**src/verilog/ptc_regs.svh**
```systemverilog
// Register offsets, field positions, reset values and prescaler taps of the timer pair
`ifndef PTC_REGS_SVH
`define PTC_REGS_SVH
`define PTC_CTRL_OFF    32'h0000_0000
`define PTC_T0CFG_OFF   32'h0000_0004
`define PTC_T0CNT_OFF   32'h0000_0008
`define PTC_T0CMP_OFF   32'h0000_000c
`define PTC_T1CFG_OFF   32'h0000_0010
`define PTC_T1CNT_OFF   32'h0000_0014
`define PTC_T1CMPA_OFF  32'h0000_0018
`define PTC_T1CMPB_OFF  32'h0000_001c
`define PTC_T1TOP_OFF   32'h0000_0020
`define PTC_FLAGS_OFF   32'h0000_0024
`define PTC_CTRL_SEL0_LSB   0
`define PTC_CTRL_SEL1_LSB   4
`define PTC_CTRL_PSCRST_BIT 8
`define PTC_FLAG_T0A_BIT    0
`define PTC_FLAG_T0B_BIT    1
`define PTC_FLAG_T1A_BIT    2
`define PTC_FLAG_T1B_BIT    3
`define PTC_FLAG_T0OVF_BIT  4
`define PTC_FLAG_T1OVF_BIT  5
`define PTC_TOP8_VAL    16'h00ff
`define PTC_TOP9_VAL    16'h01ff
`define PTC_TOP10_VAL   16'h03ff
`define PTC_FULL_MASK   16'hffff
`define PTC_T1TOP_RST   16'hffff
`define PTC_TAP8        10'h007
`define PTC_TAP64       10'h03f
`define PTC_TAP256      10'h0ff
`define PTC_TAP1024     10'h3ff
`define PTC_RESP_OKAY   2'b00
`define PTC_RESP_SLVERR 2'b10
`endif

```
**src/verilog/ptc_pkg.sv**
```systemverilog
// Types shared by the timer pair
package ptc_pkg;
	typedef enum logic [2:0] {
		PTC_T1_NORMAL = 3'h0,
		PTC_T1_CTC    = 3'h1,
		PTC_T1_PWM8   = 3'h2,
		PTC_T1_PWM9   = 3'h3,
		PTC_T1_PWM10  = 3'h4,
		PTC_T1_PWMVAR = 3'h5,
		PTC_T1_PWMPFC = 3'h6,
		PTC_T1_SPARE  = 3'h7
	} ptc_t1mode_type;
	typedef struct packed {
		logic           com_b_en;
		logic           com_a_en;
		ptc_t1mode_type mode;
	} ptc_t1cfg_type;
	typedef struct packed {
		logic       com_b_en;
		logic       com_a_en;
		logic [1:0] mode;
	} ptc_t0cfg_type;
endpackage

```
**src/verilog/ptc_timer.sv**
```systemverilog
// Timer pair: 8-bit counter zero and 16-bit counter one behind an AXI4-Lite slave
`timescale 1ns/10ps
`default_nettype none
`include "ptc_regs.svh"
// How it works
// - Counter one runs PWM at 8, 9 or 10 bits, top 0x00ff at 8 bits, never above resolution.
// - In PWM the counter one bits above the resolution are forced to zero every cycle.
// - In PWM the compare values of counter one lose the bits above the chosen resolution.
// - Clear on compare happens after the last prescaled tick that holds the compare value.
// - Software can reset the shared prescaler to restart its count sequence.
// - A variable top register sets the PWM range of counter one.
// - Counter one has a phase and frequency correct PWM mode beside phase correct PWM.
// - Counter zero counts, clears on compare and makes phase correct PWM with compare outputs.
// - Each counter has compare channels A and B; both set a flag and drive a pin, only A clears the counter.
// - Compare flag and pin update after the last prescaled tick that holds the compare value.
// - In PWM a compare write goes to a buffer copied to the active value at top.
// - Compare pins reset to zero and hold their level while disabled, resuming from it.
module ptc_timer (
	input  wire logic        aclk,
	input  wire logic        aresetn,
	input  wire logic        ce,
	input  wire logic [31:0] s_axi_awaddr,
	input  wire logic        s_axi_awvalid,
	output logic             s_axi_awready,
	input  wire logic [31:0] s_axi_wdata,
	input  wire logic [3:0]  s_axi_wstrb,
	input  wire logic        s_axi_wvalid,
	output logic             s_axi_wready,
	output logic [1:0]       s_axi_bresp,
	output logic             s_axi_bvalid,
	input  wire logic        s_axi_bready,
	input  wire logic [31:0] s_axi_araddr,
	input  wire logic        s_axi_arvalid,
	output logic             s_axi_arready,
	output logic [31:0]      s_axi_rdata,
	output logic [1:0]       s_axi_rresp,
	output logic             s_axi_rvalid,
	input  wire logic        s_axi_rready,
	output logic [3:0]       compare_output_pin,
	output logic [3:0]       compare_output_pin_oe
);
	logic                  wr_en;
	logic [31:0]           waddr;
	logic                  wr_ok;
	logic [2:0]            sel0;
	logic [2:0]            sel1;
	logic [9:0]            presc;
	logic                  tick0;
	logic                  tick1;
	ptc_pkg::ptc_t0cfg_type cfg0;
	ptc_pkg::ptc_t1cfg_type cfg1;
	logic [7:0]            counter_value;
	logic                  up0;
	logic [7:0]            cmpa0;
	logic [7:0]            cmpb0;
	logic [7:0]            bufa0;
	logic [7:0]            bufb0;
	logic [15:0]           counter1_value;
	logic                  up1;
	logic [15:0]           counter1_compare_value;
	logic [15:0]           cmpb1;
	logic [15:0]           bufa1;
	logic [15:0]           bufb1;
	logic [15:0]           top_buf1;
	logic [15:0]           top_act1;
	logic [5:0]            flags;
	logic [3:0]            pin;
	logic [7:0]            next_cnt0;
	logic                  next_up0;
	logic [15:0]           next_cnt1;
	logic                  next_up1;
	logic                  pwm0;
	logic                  pwm1;
	logic [15:0]           mask1;
	logic [15:0]           top1;
	logic                  at_top0;
	logic                  at_top1;
	logic                  at_bot1;
	logic [3:0]            hit;
	logic                  ovf0;
	logic                  ovf1;
	logic [31:0]           next_rdata;
	logic [1:0]            next_rresp;

	function automatic logic psc_tick(input logic [2:0] sel, input logic [9:0] p);
		case (sel)
			3'h1: psc_tick = 1'b1;
			3'h2: psc_tick = ((p & `PTC_TAP8) == `PTC_TAP8);
			3'h3: psc_tick = ((p & `PTC_TAP64) == `PTC_TAP64);
			3'h4: psc_tick = ((p & `PTC_TAP256) == `PTC_TAP256);
			3'h5: psc_tick = (p == `PTC_TAP1024);
			default: psc_tick = 1'b0;
		endcase
	endfunction

	function automatic logic [15:0] merge16(input logic [15:0] old, input logic [15:0] d,
			input logic [1:0] strb);
		merge16 = {strb[1] ? d[15:8] : old[15:8], strb[0] ? d[7:0] : old[7:0]};
	endfunction

	// Upcounting match clears, downcounting match sets, plain modes toggle
	function automatic logic pin_next(input logic pwm, input logic up, input logic cur);
		pin_next = pwm ? ~up : ~cur;
	endfunction

	// Write address and data are taken together, so either arrival order works
	assign s_axi_awready = ce & s_axi_awvalid & s_axi_wvalid & ~s_axi_bvalid;
	assign s_axi_wready  = s_axi_awready;
	assign s_axi_arready = ce & ~s_axi_rvalid;
	assign wr_en = s_axi_awready;
	assign waddr = s_axi_awaddr;
	assign wr_ok = (waddr == `PTC_CTRL_OFF) || (waddr == `PTC_T0CFG_OFF) ||
		(waddr == `PTC_T0CNT_OFF) || (waddr == `PTC_T0CMP_OFF) || (waddr == `PTC_T1CFG_OFF) ||
		(waddr == `PTC_T1CNT_OFF) || (waddr == `PTC_T1CMPA_OFF) || (waddr == `PTC_T1CMPB_OFF) ||
		(waddr == `PTC_T1TOP_OFF) || (waddr == `PTC_FLAGS_OFF);

	always_ff @(posedge aclk) begin
		if (!aresetn) begin
			s_axi_bvalid <= 1'b0;
			s_axi_bresp  <= `PTC_RESP_OKAY;
		end else if (ce) begin
			if (wr_en) begin
				s_axi_bvalid <= 1'b1;
				s_axi_bresp  <= wr_ok ? `PTC_RESP_OKAY : `PTC_RESP_SLVERR;
			end else if (s_axi_bready) begin
				s_axi_bvalid <= 1'b0;
			end
		end
	end

	always_ff @(posedge aclk) begin
		if (!aresetn) begin
			presc <= 10'h000;
			sel0  <= 3'h0;
			sel1  <= 3'h0;
		end else if (ce) begin
			if (wr_en && waddr == `PTC_CTRL_OFF && s_axi_wstrb[1] &&
					s_axi_wdata[`PTC_CTRL_PSCRST_BIT]) begin
				presc <= 10'h000;
			end else begin
				presc <= presc + 10'h001;
			end
			if (wr_en && waddr == `PTC_CTRL_OFF && s_axi_wstrb[0]) begin
				sel0 <= s_axi_wdata[`PTC_CTRL_SEL0_LSB +: 3];
				sel1 <= s_axi_wdata[`PTC_CTRL_SEL1_LSB +: 3];
			end
		end
	end
	assign tick0 = psc_tick(sel0, presc);
	assign tick1 = psc_tick(sel1, presc);

	always_ff @(posedge aclk) begin
		if (!aresetn) begin
			cfg0 <= '0;
			cfg1 <= '0;
		end else if (ce && wr_en && s_axi_wstrb[0]) begin
			if (waddr == `PTC_T0CFG_OFF) begin
				cfg0 <= ptc_pkg::ptc_t0cfg_type'(s_axi_wdata[3:0]);
			end else if (waddr == `PTC_T1CFG_OFF) begin
				cfg1 <= ptc_pkg::ptc_t1cfg_type'(s_axi_wdata[4:0]);
			end
		end
	end

	assign pwm0 = cfg0.mode[1];
	assign pwm1 = (cfg1.mode != ptc_pkg::PTC_T1_NORMAL) && (cfg1.mode != ptc_pkg::PTC_T1_CTC);
	always_comb begin
		case (cfg1.mode)
			ptc_pkg::PTC_T1_PWM8:  mask1 = `PTC_TOP8_VAL;
			ptc_pkg::PTC_T1_PWM9:  mask1 = `PTC_TOP9_VAL;
			ptc_pkg::PTC_T1_PWM10: mask1 = `PTC_TOP10_VAL;
			default:               mask1 = `PTC_FULL_MASK;
		endcase
	end
	assign top1 = (mask1 != `PTC_FULL_MASK) ? mask1 : top_act1;

	// Channel matches on the tick that leaves the value
	assign hit[0] = tick0 && (counter_value == cmpa0);
	assign hit[1] = tick0 && (counter_value == cmpb0);
	assign hit[2] = tick1 && (counter1_value == counter1_compare_value);
	assign hit[3] = tick1 && (counter1_value == cmpb1);
	assign at_top0 = tick0 && pwm0 && up0 && (counter_value == 8'hff);
	assign at_top1 = tick1 && pwm1 && up1 && (counter1_value >= top1);
	assign at_bot1 = tick1 && pwm1 && !up1 && (counter1_value == 16'h0000);
	assign ovf0 = tick0 && (pwm0 ? (!up0 && counter_value == 8'h00) : (counter_value == 8'hff));
	assign ovf1 = (cfg1.mode == ptc_pkg::PTC_T1_NORMAL) ? (tick1 && counter1_value == 16'hffff)
		: (pwm1 ? at_bot1 : 1'b0);

	always_comb begin
		next_cnt0 = counter_value;
		next_up0  = up0;
		if (wr_en && waddr == `PTC_T0CNT_OFF && s_axi_wstrb[0]) begin
			next_cnt0 = s_axi_wdata[7:0];
		end else if (tick0) begin
			if (pwm0) begin
				if (up0 && counter_value == 8'hff) begin
					next_up0  = 1'b0;
					next_cnt0 = counter_value - 8'h01;
				end else if (!up0 && counter_value == 8'h00) begin
					next_up0  = 1'b1;
					next_cnt0 = 8'h01;
				end else begin
					next_cnt0 = up0 ? counter_value + 8'h01 : counter_value - 8'h01;
				end
			end else if (cfg0.mode[0] && counter_value == cmpa0) begin
				next_cnt0 = 8'h00;
			end else begin
				next_cnt0 = counter_value + 8'h01;
			end
		end
	end

	always_comb begin
		next_cnt1 = counter1_value;
		next_up1  = up1;
		if (wr_en && waddr == `PTC_T1CNT_OFF) begin
			next_cnt1 = merge16(counter1_value, s_axi_wdata[15:0], s_axi_wstrb[1:0]);
		end else if (tick1) begin
			if (pwm1) begin
				if (up1 && counter1_value >= top1) begin
					next_up1  = 1'b0;
					next_cnt1 = top1 - 16'h0001;
				end else if (!up1 && counter1_value == 16'h0000) begin
					next_up1  = 1'b1;
					next_cnt1 = 16'h0001;
				end else begin
					next_cnt1 = up1 ? counter1_value + 16'h0001 : counter1_value - 16'h0001;
				end
			end else if (cfg1.mode == ptc_pkg::PTC_T1_CTC && hit[2]) begin
				next_cnt1 = 16'h0000;
			end else begin
				next_cnt1 = counter1_value + 16'h0001;
			end
		end
	end

	always_ff @(posedge aclk) begin
		if (!aresetn) begin
			counter_value  <= 8'h00;
			up0            <= 1'b1;
			counter1_value <= 16'h0000;
			up1            <= 1'b1;
		end else if (ce) begin
			counter_value  <= next_cnt0;
			up0            <= pwm0 ? next_up0 : 1'b1;
			counter1_value <= next_cnt1 & mask1;
			up1            <= pwm1 ? next_up1 : 1'b1;
		end
	end

	always_ff @(posedge aclk) begin
		if (!aresetn) begin
			bufa0 <= 8'h00;
			bufb0 <= 8'h00;
			cmpa0 <= 8'h00;
			cmpb0 <= 8'h00;
			bufa1 <= 16'h0000;
			bufb1 <= 16'h0000;
			counter1_compare_value <= 16'h0000;
			cmpb1 <= 16'h0000;
			top_buf1 <= `PTC_T1TOP_RST;
			top_act1 <= `PTC_T1TOP_RST;
		end else if (ce) begin
			if (wr_en && waddr == `PTC_T0CMP_OFF) begin
				bufa0 <= s_axi_wstrb[0] ? s_axi_wdata[7:0] : bufa0;
				bufb0 <= s_axi_wstrb[1] ? s_axi_wdata[15:8] : bufb0;
			end
			if (wr_en && waddr == `PTC_T1CMPA_OFF) begin
				bufa1 <= merge16(bufa1, s_axi_wdata[15:0], s_axi_wstrb[1:0]);
			end
			if (wr_en && waddr == `PTC_T1CMPB_OFF) begin
				bufb1 <= merge16(bufb1, s_axi_wdata[15:0], s_axi_wstrb[1:0]);
			end
			if (wr_en && waddr == `PTC_T1TOP_OFF) begin
				top_buf1 <= merge16(top_buf1, s_axi_wdata[15:0], s_axi_wstrb[1:0]);
			end
			if (!pwm0 || at_top0) begin
				cmpa0 <= bufa0;
				cmpb0 <= bufb0;
			end
			if (!pwm1 || at_top1) begin
				counter1_compare_value <= bufa1 & mask1;
				cmpb1 <= bufb1 & mask1;
			end
			// Frequency correct mode moves its top only at bottom to keep periods symmetric
			if (!pwm1 || (cfg1.mode == ptc_pkg::PTC_T1_PWMPFC ? at_bot1 : at_top1)) begin
				top_act1 <= top_buf1;
			end
		end
	end

	// Flags after last match tick, set beats clear
	always_ff @(posedge aclk) begin
		if (!aresetn) begin
			flags <= 6'h00;
		end else if (ce) begin
			flags <= ((wr_en && waddr == `PTC_FLAGS_OFF && s_axi_wstrb[0]) ?
				(flags & ~s_axi_wdata[5:0]) : flags) | {ovf1, ovf0, hit};
		end
	end

	// Pin moves on the match tick
	// Pins start low and hold while disabled
	always_ff @(posedge aclk) begin
		if (!aresetn) begin
			pin <= 4'h0;
		end else if (ce) begin
			if (hit[0] && cfg0.com_a_en) pin[0] <= pin_next(pwm0, up0, pin[0]);
			if (hit[1] && cfg0.com_b_en) pin[1] <= pin_next(pwm0, up0, pin[1]);
			if (hit[2] && cfg1.com_a_en) pin[2] <= pin_next(pwm1, up1, pin[2]);
			if (hit[3] && cfg1.com_b_en) pin[3] <= pin_next(pwm1, up1, pin[3]);
		end
	end
	assign compare_output_pin    = pin;
	assign compare_output_pin_oe = {cfg1.com_b_en, cfg1.com_a_en, cfg0.com_b_en, cfg0.com_a_en};

	// Reads return active compares, not the pending buffers
	always_comb begin
		next_rresp = `PTC_RESP_OKAY;
		if (s_axi_araddr == `PTC_CTRL_OFF) begin
			next_rdata = {25'h0, sel1, 1'b0, sel0};
		end else if (s_axi_araddr == `PTC_T0CFG_OFF) begin
			next_rdata = {28'h0, cfg0};
		end else if (s_axi_araddr == `PTC_T0CNT_OFF) begin
			next_rdata = {24'h0, counter_value};
		end else if (s_axi_araddr == `PTC_T0CMP_OFF) begin
			next_rdata = {16'h0, cmpb0, cmpa0};
		end else if (s_axi_araddr == `PTC_T1CFG_OFF) begin
			next_rdata = {27'h0, cfg1};
		end else if (s_axi_araddr == `PTC_T1CNT_OFF) begin
			next_rdata = {16'h0, counter1_value};
		end else if (s_axi_araddr == `PTC_T1CMPA_OFF) begin
			next_rdata = {16'h0, counter1_compare_value};
		end else if (s_axi_araddr == `PTC_T1CMPB_OFF) begin
			next_rdata = {16'h0, cmpb1};
		end else if (s_axi_araddr == `PTC_T1TOP_OFF) begin
			next_rdata = {16'h0, top_act1};
		end else if (s_axi_araddr == `PTC_FLAGS_OFF) begin
			next_rdata = {26'h0, flags};
		end else begin
			next_rdata = 32'h0000_0000;
			next_rresp = `PTC_RESP_SLVERR;
		end
	end

	always_ff @(posedge aclk) begin
		if (!aresetn) begin
			s_axi_rvalid <= 1'b0;
			s_axi_rdata  <= 32'h0000_0000;
			s_axi_rresp  <= `PTC_RESP_OKAY;
		end else if (ce) begin
			if (s_axi_arvalid && s_axi_arready) begin
				s_axi_rvalid <= 1'b1;
				s_axi_rdata  <= next_rdata;
				s_axi_rresp  <= next_rresp;
			end else if (s_axi_rready) begin
				s_axi_rvalid <= 1'b0;
			end
		end
	end
endmodule // ptc_timer
`default_nettype wire

```
**config.mk**
```make
export PLATFORM = sky130hd
export DESIGN_NAME = ptc_timer
export DESIGN_NICKNAME = d
export VERILOG_FILES = /design/src/verilog/ptc_pkg.sv /design/src/verilog/ptc_timer.sv
export VERILOG_INCLUDE_DIRS = /design/src /design/src/verilog
export SDC_FILE = /design/constraint.sdc
export NUM_CORES = 1
export LEC_CHECK = 0
export BUFFER_PORTS_ARGS = -buffer_cell sky130_fd_sc_hd__buf_2
export CAP_MARGIN = 5
export CORE_MARGIN = 2
export CORE_UTILIZATION = 54
export DETAILED_ROUTE_END_ITERATION = 16
export PLACE_DENSITY = 0.83
export SYNTH_ARGS = -nofsm -noshare
export SYNTH_HDL_FRONTEND = slang
export SYNTH_SLANG_ARGS = --single-unit
```
**constraint.sdc**
```tcl
create_clock -name aclk -period 3.5 [get_ports aclk]
set_clock_uncertainty 0.05 [all_clocks]
set_input_delay 0.35 -clock aclk [delete_from_list [all_inputs] [get_ports aclk]]
set_output_delay 0.35 -clock aclk [all_outputs]
set_load 0.005 [all_outputs]
```
==> results_dict.tcl, run 1 <==
set metrics [dict create \
    status "completed" \
    synthFlopType "dfxtp_1" \
    seq_area_um2 4190 \
    setup.worst_path.start "cfg1[2]" \
    track_usage_pct 32.3 \
    dp_slack_ns 0.00457 \
    insertion_delay_ns 0.52 \
    async_flop_share_pct 0 \
    post-route-period-util_pct 95.0 \
    cts_htree_levels 1 \
    setup_viol_count_final 0 \
    tns_ns 0 \
    slew_headroom_pct 27.8 \
    diodes 0 \
    critPathRequiredTime_ns 3.87 \
    multi_input_area_um2 8100 \
    power.leakage_nw 5.95 \
    syn_avg_cell_area_um2 8.18 \
    layout-drive-gt1-share_pct 17.1 \
    fmax_mhz 301 \
    worstSetupEndpoint "counter1_value[13]" \
    die_area_um2 25300 \
    num_rows 56 \
    grt_overflow 0 \
    clkTransAtPathRegs_ns 0.07 \
    r2r-end "counter1_value[13]" \
    cap_violations 0 \
    antenna_left 0 \
    tightestPinTransition_ns 1.08 \
    powerDensity_nw_per_um2 354 \
    cts_buffers 22 \
    syn_to_final_growth_pct 12.4 \
    vias_per_cell 6.53 \
    synth-seq-cells 209 \
    die_w_um 159 \
    first_pass_iters 6 \
    wirelength_mm 42.8 \
    port_buffers 120 \
    cts_buffer_depth 3 \
    routedWlPerCell_um 21.5 \
    ios 157 \
    yosysSeqAreaShare_pct 32.3 \
    vias 13000 \
    maxSlewViolCount 0 \
    place.gp.congestion 0.991 \
    critPathKind "register to register" \
    synth_area_um2 13000 \
    startpoint_type "register" \
    rr_startpoint "cfg1[2]" \
    final_net_count 1784 \
    cts-root-buf "clkbuf_16" \
    dieHeight_um 159 \
    cp.arrival_ns 3.69 \
    r2r_slack_ns 0.17 \
    postCtsHoldBufs 0 \
    dpl.hpwl_mm 30.6 \
    coreArea_um2 23500 \
    synth.distinct_cells 95 \
    worstHoldPathType "input port to register" \
    postCtsSetupBuffers 0 \
    first_iter_violations 1591 \
    r2r_cells 12 \
    irDropWorstVdd_uv 404 \
    cts_tree "built" \
    grt_pass1_wl_mm 66.4 \
    yosysWarnings 0 \
    antenna_found_initial 0 \
    drc 0 \
    min_period_ns 3.33 \
    synth_edf_count 0 \
    cts.sinks 209 \
    hold_viol_final 0 \
    grt_pass1_vias 12300 \
    syn_inst 1584 \
    initial_core_util_pct 55.0 \
    grt_max_degree 105 \
    critPathCaptureType "register" \
    worst-path-max-fanout 7 \
    setup_ws_ns 0.174 \
    n_fill_cell 2013 \
]
-- layout make-up --
type | instances | share of cell area [%]
Clock buffer | 29 | 4.45
Clock inverter | 10 | 0.799
Inverter | 16 | 0.421
Multi-Input combinational cell | 1229 | 55.6
Sequential cell | 209 | 28.7
Tap cell | 319 | 2.74
Timing Repair Buffer | 176 | 7.23
-- what timing repair did --
action,4_1_cts,5_1_grt
gates resized for setup,1,8
endpoints found under the setup margin,3,60
endpoints found under the hold margin,0,0
cloned,0,0
pin swaps,0,1
-- per-layer routing --
layer  track usage, %  vias to the layer above  routed length [µm]  part of all wire [%]
met5                0                        -                   0                     0
met4             16.4                        0                2150                   5.0
met3             5.54                      145                4710                    11
met2             52.1                      849               19500                    46
met1             41.8                     6141               16400                    38
li1                 -                     5839                   -                     -
-- synthesized netlist by cell type (all sizes together), types with 5 or more instances --
master / count / area [µm²]
dfxtp: 209 / 4180
nand2: 165 / 619
nor2: 153 / 589
mux2i: 122 / 1220
o21ai: 103 / 516
a21oi: 91 / 463
clkbuf: 84 / 315
nand3: 83 / 420
buf: 63 / 405
xnor2: 51 / 447
xor2: 45 / 394
nor3: 38 / 260
nand4: 37 / 265
nor4: 32 / 317
ha: 22 / 275
and3: 21 / 131
inv: 15 / 56.3
a22oi: 14 / 105
o211ai: 14 / 105
a31oi: 13 / 81.3
nand2b: 13 / 81.3
o22ai: 13 / 81.3
mux2: 11 / 124
o31ai: 11 / 82.6
nor4b: 10 / 121
a222oi: 9 / 90.1
and2: 8 / 50.1
and4: 8 / 70.1
nor2b: 8 / 50.1
or3: 8 / 50.1
a21o: 7 / 52.6
nand3b: 7 / 52.6
a221oi: 6 / 58.8
a32oi: 6 / 52.6
nor3b: 6 / 55.1
a211o: 5 / 43.8
a211oi: 5 / 37.5
a221o: 5 / 50.1
o211a: 5 / 50.1
or4: 5 / 45.0
-- flip-flops by register name, summed over array words and instances (netlist names), 6 cells and up --
| name | cells |
|---|---|
| bufa0 | 8 |
| bufa1 | 16 |
| bufb0 | 8 |
| bufb1 | 16 |
| cmpa0 | 8 |
| cmpb0 | 8 |
| cmpb1 | 16 |
| counter1_compare_value | 16 |
| counter1_value | 16 |
| counter_value | 8 |
| flags | 6 |
| presc | 10 |
| s_axi_rdata | 16 |
| top_act1 | 16 |
| top_buf1 | 16 |
-- layout by cell type (no fill, tap or decap), drive strengths merged, types with 6 or more instances in the layout --
| cell | instances |
|---|---|
| nand2b | 13 |
| nor4 | 32 |
| a221oi | 6 |
| a21o | 7 |
| nand4 | 37 |
| conb | 18 |
| o22ai | 13 |
| o21ai | 103 |
| mux2i | 122 |
| and2 | 8 |
| xnor2 | 51 |
| nand3b | 7 |
| ha | 22 |
| and3 | 21 |
| nor3 | 38 |
| mux2 | 11 |
| a222oi | 9 |
| nor2b | 8 |
| xor2 | 45 |
| a22oi | 14 |
| a31oi | 13 |
| inv | 15 |
| nand3 | 83 |
| nor3b | 6 |
| a21oi | 91 |
| clkbuf | 29 |
| a32oi | 6 |
| nor4b | 10 |
| and4 | 8 |
| nand2 | 165 |
| buf | 176 |
| or3 | 8 |
| o211ai | 14 |
| o31ai | 11 |
| nor2 | 153 |
| dfxtp | 209 |
-- critical path: stages (launching register included) --
cell and delay, ns:
dfxtp_2 0.37, or3b_2 0.50, nand2_2 0.12, nor2_1 0.06, inv_1 0.09, ha_1 0.22, nand2b_1 0.14, a211o_1 0.34
o21ai_2 0.19, o221ai_4 0.23, or3_4 0.45, a211o_1 0.27, and4_1 0.19
-- worst min path at each step --
stage	from	endpoint	slack, ns	depth (start not counted)
final	s_axi_rready	s_axi_rvalid	0.08	4
after CTS	s_axi_rready	s_axi_rvalid	0.09	4
after detailed placement	bufa0[6]	cmpa0[6]	0.41	2
after floorplan	flags[5]	flags[5]	0.38	2
after global placement	flags[5]	flags[5]	0.40	2
after global routing	s_axi_wdata[11]	top_buf1[11]	0.13	3
-- metrics by stage --
stage	instances	hold WS [ns]	instance area, µm²	util [%]	power (W)
final	1988	0.0829	14600	61.9	0.00516
after CTS	1988	0.0884	14500	61.7	0.00515
after global placement	1949	0.398	13800	58.4	0.00273
after floorplan	1601	0.377	13000	-	0.00262
after detailed placement	1949	0.410	13800	58.4	0.00273
after global routing	1988	0.129	14600	61.9	0.00526
-- report_power, final --
group	internal [W]	switching [W]
logic	0.0000947	0.000206
registers	0.00239	0.00000550
clock network	0.00146	0.00101
total	0.00394	0.00122
-- logic make-up (layout without fill, tap and decap cells) --
| kind of cell | after synthesis | in the layout | share of synthesized area (%) |
|---|---|---|---|
| muxes | 133 | 133 | 10.4 |
| and+or+nand+nor | 611 | 611 | 25.1 |
| other | 1 | 18 | 0.0289 |
| AOI/OAI and AO/OA | 349 | 349 | 17.6 |
| adders and majority gates | 22 | 22 | 2.12 |
| buffers and inverters | 163 | 231 | 6.02 |
| xor gates and xnor gates | 96 | 96 | 6.49 |
| DFF | 209 | 209 | 32.3 |
(Power assumes the default switching activity.)
==> run 2, diff against run 1 <==
CORE_UTILIZATION = 60   (was 54)
PLACE_DENSITY = 0.87   (was 0.83)
clock period = 3.9 ns   (was 3.5 ns; I/O delays follow)
==> results_dict.tcl, run 2 (same netlist as run 1, synthesis figures left out) <==
set metrics [dict create \
    first_iter_violations 1691 \
    startpoint_type "register" \
    cts-root-buf "clkbuf_16" \
    setup.worst_path.start "cfg1[0]" \
    dpl.hpwl_mm 29.7 \
    rsz0062_at_grt "no" \
    coreArea_um2 21100 \
    tns_ns 0 \
    clkTransAtPathRegs_ns 0.06 \
    p_int_w 0.00360 \
    hold_viol_final 0 \
    worst-path-buf-inv 2 \
    r2r_cells 13 \
    initial_core_util_pct 61.5 \
    fmax_mhz 267 \
    status "completed" \
    antenna_found_initial 1 \
    grt_max_degree 74 \
    wirelength_mm 42.7 \
    die_w_um 151 \
    first_pass_iters 7 \
    worstSetupEndpoint "counter1_value[11]" \
    drc 0 \
    insertion_delay_ns 0.52 \
    worst-path-max-fanout 8 \
    r2r_slack_ns 0.16 \
    critPathKind "register to register" \
    cap_violations 0 \
    design_area_um2 14500 \
    cpLargestDelayFamily "compound AO/OA/AOI/OAI gates" \
    multi_input_area_um2 8080 \
    final_cell_mix "dfxtp_1 (209), nand2_1 (165), nor2_1 (149), mux2i_1 (122), buf_2 (119)" \
    cp.arrival_ns 4.08 \
    dieHeight_um 151 \
    cts_htree_levels 1 \
    vias_per_cell 6.76 \
    critPathRequiredTime_ns 4.24 \
    pwr-share-comb_pct 5.7 \
    placed_area_um2 13600 \
    postCtsSetupBuffers 0 \
    final_net_count 1774 \
    track_usage_pct 36.9 \
    die_area_um2 22800 \
    routedWlPerCell_um 22.1 \
    path_depth 13 \
    cts_tree "built" \
    cts_buffer_depth 3 \
    post-route-period-util_pct 95.9 \
    crit_path_max_incr_delay_ns 0.67 \
    powerDensity_nw_per_um2 324 \
    irDropWorstVdd_uv 342 \
    pwr-share-clk_pct 48.5 \
    maxSlewViolCount 0 \
    cts.sinks 209 \
    seqPwrFrac_pct 45.8 \
    syn_to_final_growth_pct 11.6 \
    antenna_left 0 \
    rr_startpoint "cfg1[0]" \
    postCtsHoldBufs 0 \
    slew_headroom_pct 21.8 \
    place.gp.congestion 0.971 \
    grt_pass1_vias 12300 \
    layout_commonest_cell "dfxtp_1" \
    port_buffers 120 \
    num_rows 53 \
    layout-drive-gt1-share_pct 16.0 \
    power.switching_w 0.00109 \
    grt_pass1_wl_mm 66.3 \
    setup_viol_count_final 0 \
    critPathCaptureType "register" \
    critPathMostFrequentCell "nand2_1" \
    tightestPinTransition_ns 1.17 \
    worstHoldPathType "input port to register" \
    n_fill_cell 1649 \
    finish.utilization_pct 68.6 \
    min_period_ns 3.74 \
    slowest_stage "o211ai_1" \
    seq_area_um2 4180 \
    switching_share_pct 23.3 \
    grt_overflow 0 \
    power.leakage_nw 5.92 \
    worstPathCellList "or3b_2, nand2_1, buf_4, nor2_1, ha_1, nand2_1, o21ai_0, a22oi_1, o211ai_1, buf_4, nand2_1, a221oi_1, a211oi_1" \
    r2r-end "counter1_value[11]" \
    ios 157 \
    vias 13100 \
    cts_buffers 24 \
]
-- run 2: cell count changes in the layout (fill, tap and decap cells not counted), sizes merged --
cell / delta
clkinv: -1
bufinv: -1
buf: -12
clkbuf: +9
diode: +1
clkinvlp: -3
-- run 2: worst min path at each step --
stage | start | end | cells past startpoint
finish | aresetn | top_buf1[3] | 2
floorplan | flags[5] | flags[5] | 2
global placement | bufb0[2] | cmpb0[2] | 2
detailed placement | flags[5] | flags[5] | 2
CTS | aresetn | top_buf1[3] | 2
global route | aresetn | top_act1[4] | 2
-- run 2: metrics by stage --
step	power, W	hold slack, ns	worst slack [ns]	instances
final	0.00469	0.100	0.161	1937
after global routing	0.00480	0.107	0.0109	1937
after CTS	0.00468	0.0970	0.180	1936
after detailed placement	0.00245	0.404	0.204	1893
after global placement	0.00245	0.397	0.287	1893
after floorplan	0.00235	0.377	0.630	1601
-- run 2: repair_timing --
| item | 4_1_cts | 5_1_grt |
|---|---|---|
| endpoints found under the setup margin | 0 | 28 |
| gates resized for setup | 0 | 3 |
| endpoints found under the hold margin | 0 | 0 |
-- run 2: layout make-up --
cell class / instances / share of cell area [%]
diodes: 1 / 0.0173
clock buffers: 38 / 5.15
clock inverters: 5 / 0.389
inverters: 16 / 0.424
multi-input cells: 1229 / 55.9
flip-flops and latches: 209 / 28.9
well taps: 275 / 2.38
repair buffers: 164 / 6.80
-- run 2: power by group through the flow --
stage / Sequential, W / Combinational (W) / Clock (W)
3_3_place_gp: 0.00219 / 0.000253 / 0
3_5_place_dp: 0.00219 / 0.000257 / 0
2_1_floorplan: 0.00219 / 0.000154 / 0
4_1_cts: 0.00215 / 0.000259 / 0.00227
5_1_grt: 0.00215 / 0.000284 / 0.00237
6_report: 0.00215 / 0.000268 / 0.00228
-- run 2: worst reg2reg max path, delay by kind of cell, from the launching register on --
family,cells,cell delay [ns]
buffers and inverters,2,0.47
AOI/OAI and AO/OA,5,1.41
DFF,1,0.40
adders and majority gates,1,0.29
and+or+nand+nor,5,1.00
-- run 2: metal layers --
| metal | vias up | track usage (%) | routed length, µm |
|---|---|---|---|
| li1 | 5834 | - | - |
| met1 | 6104 | 48.8 | 16100 |
| met2 | 957 | 56.7 | 19000 |
| met3 | 196 | 6.48 | 5040 |
| met4 | 0 | 21.6 | 2500 |
| met5 | - | 0 | 0 |
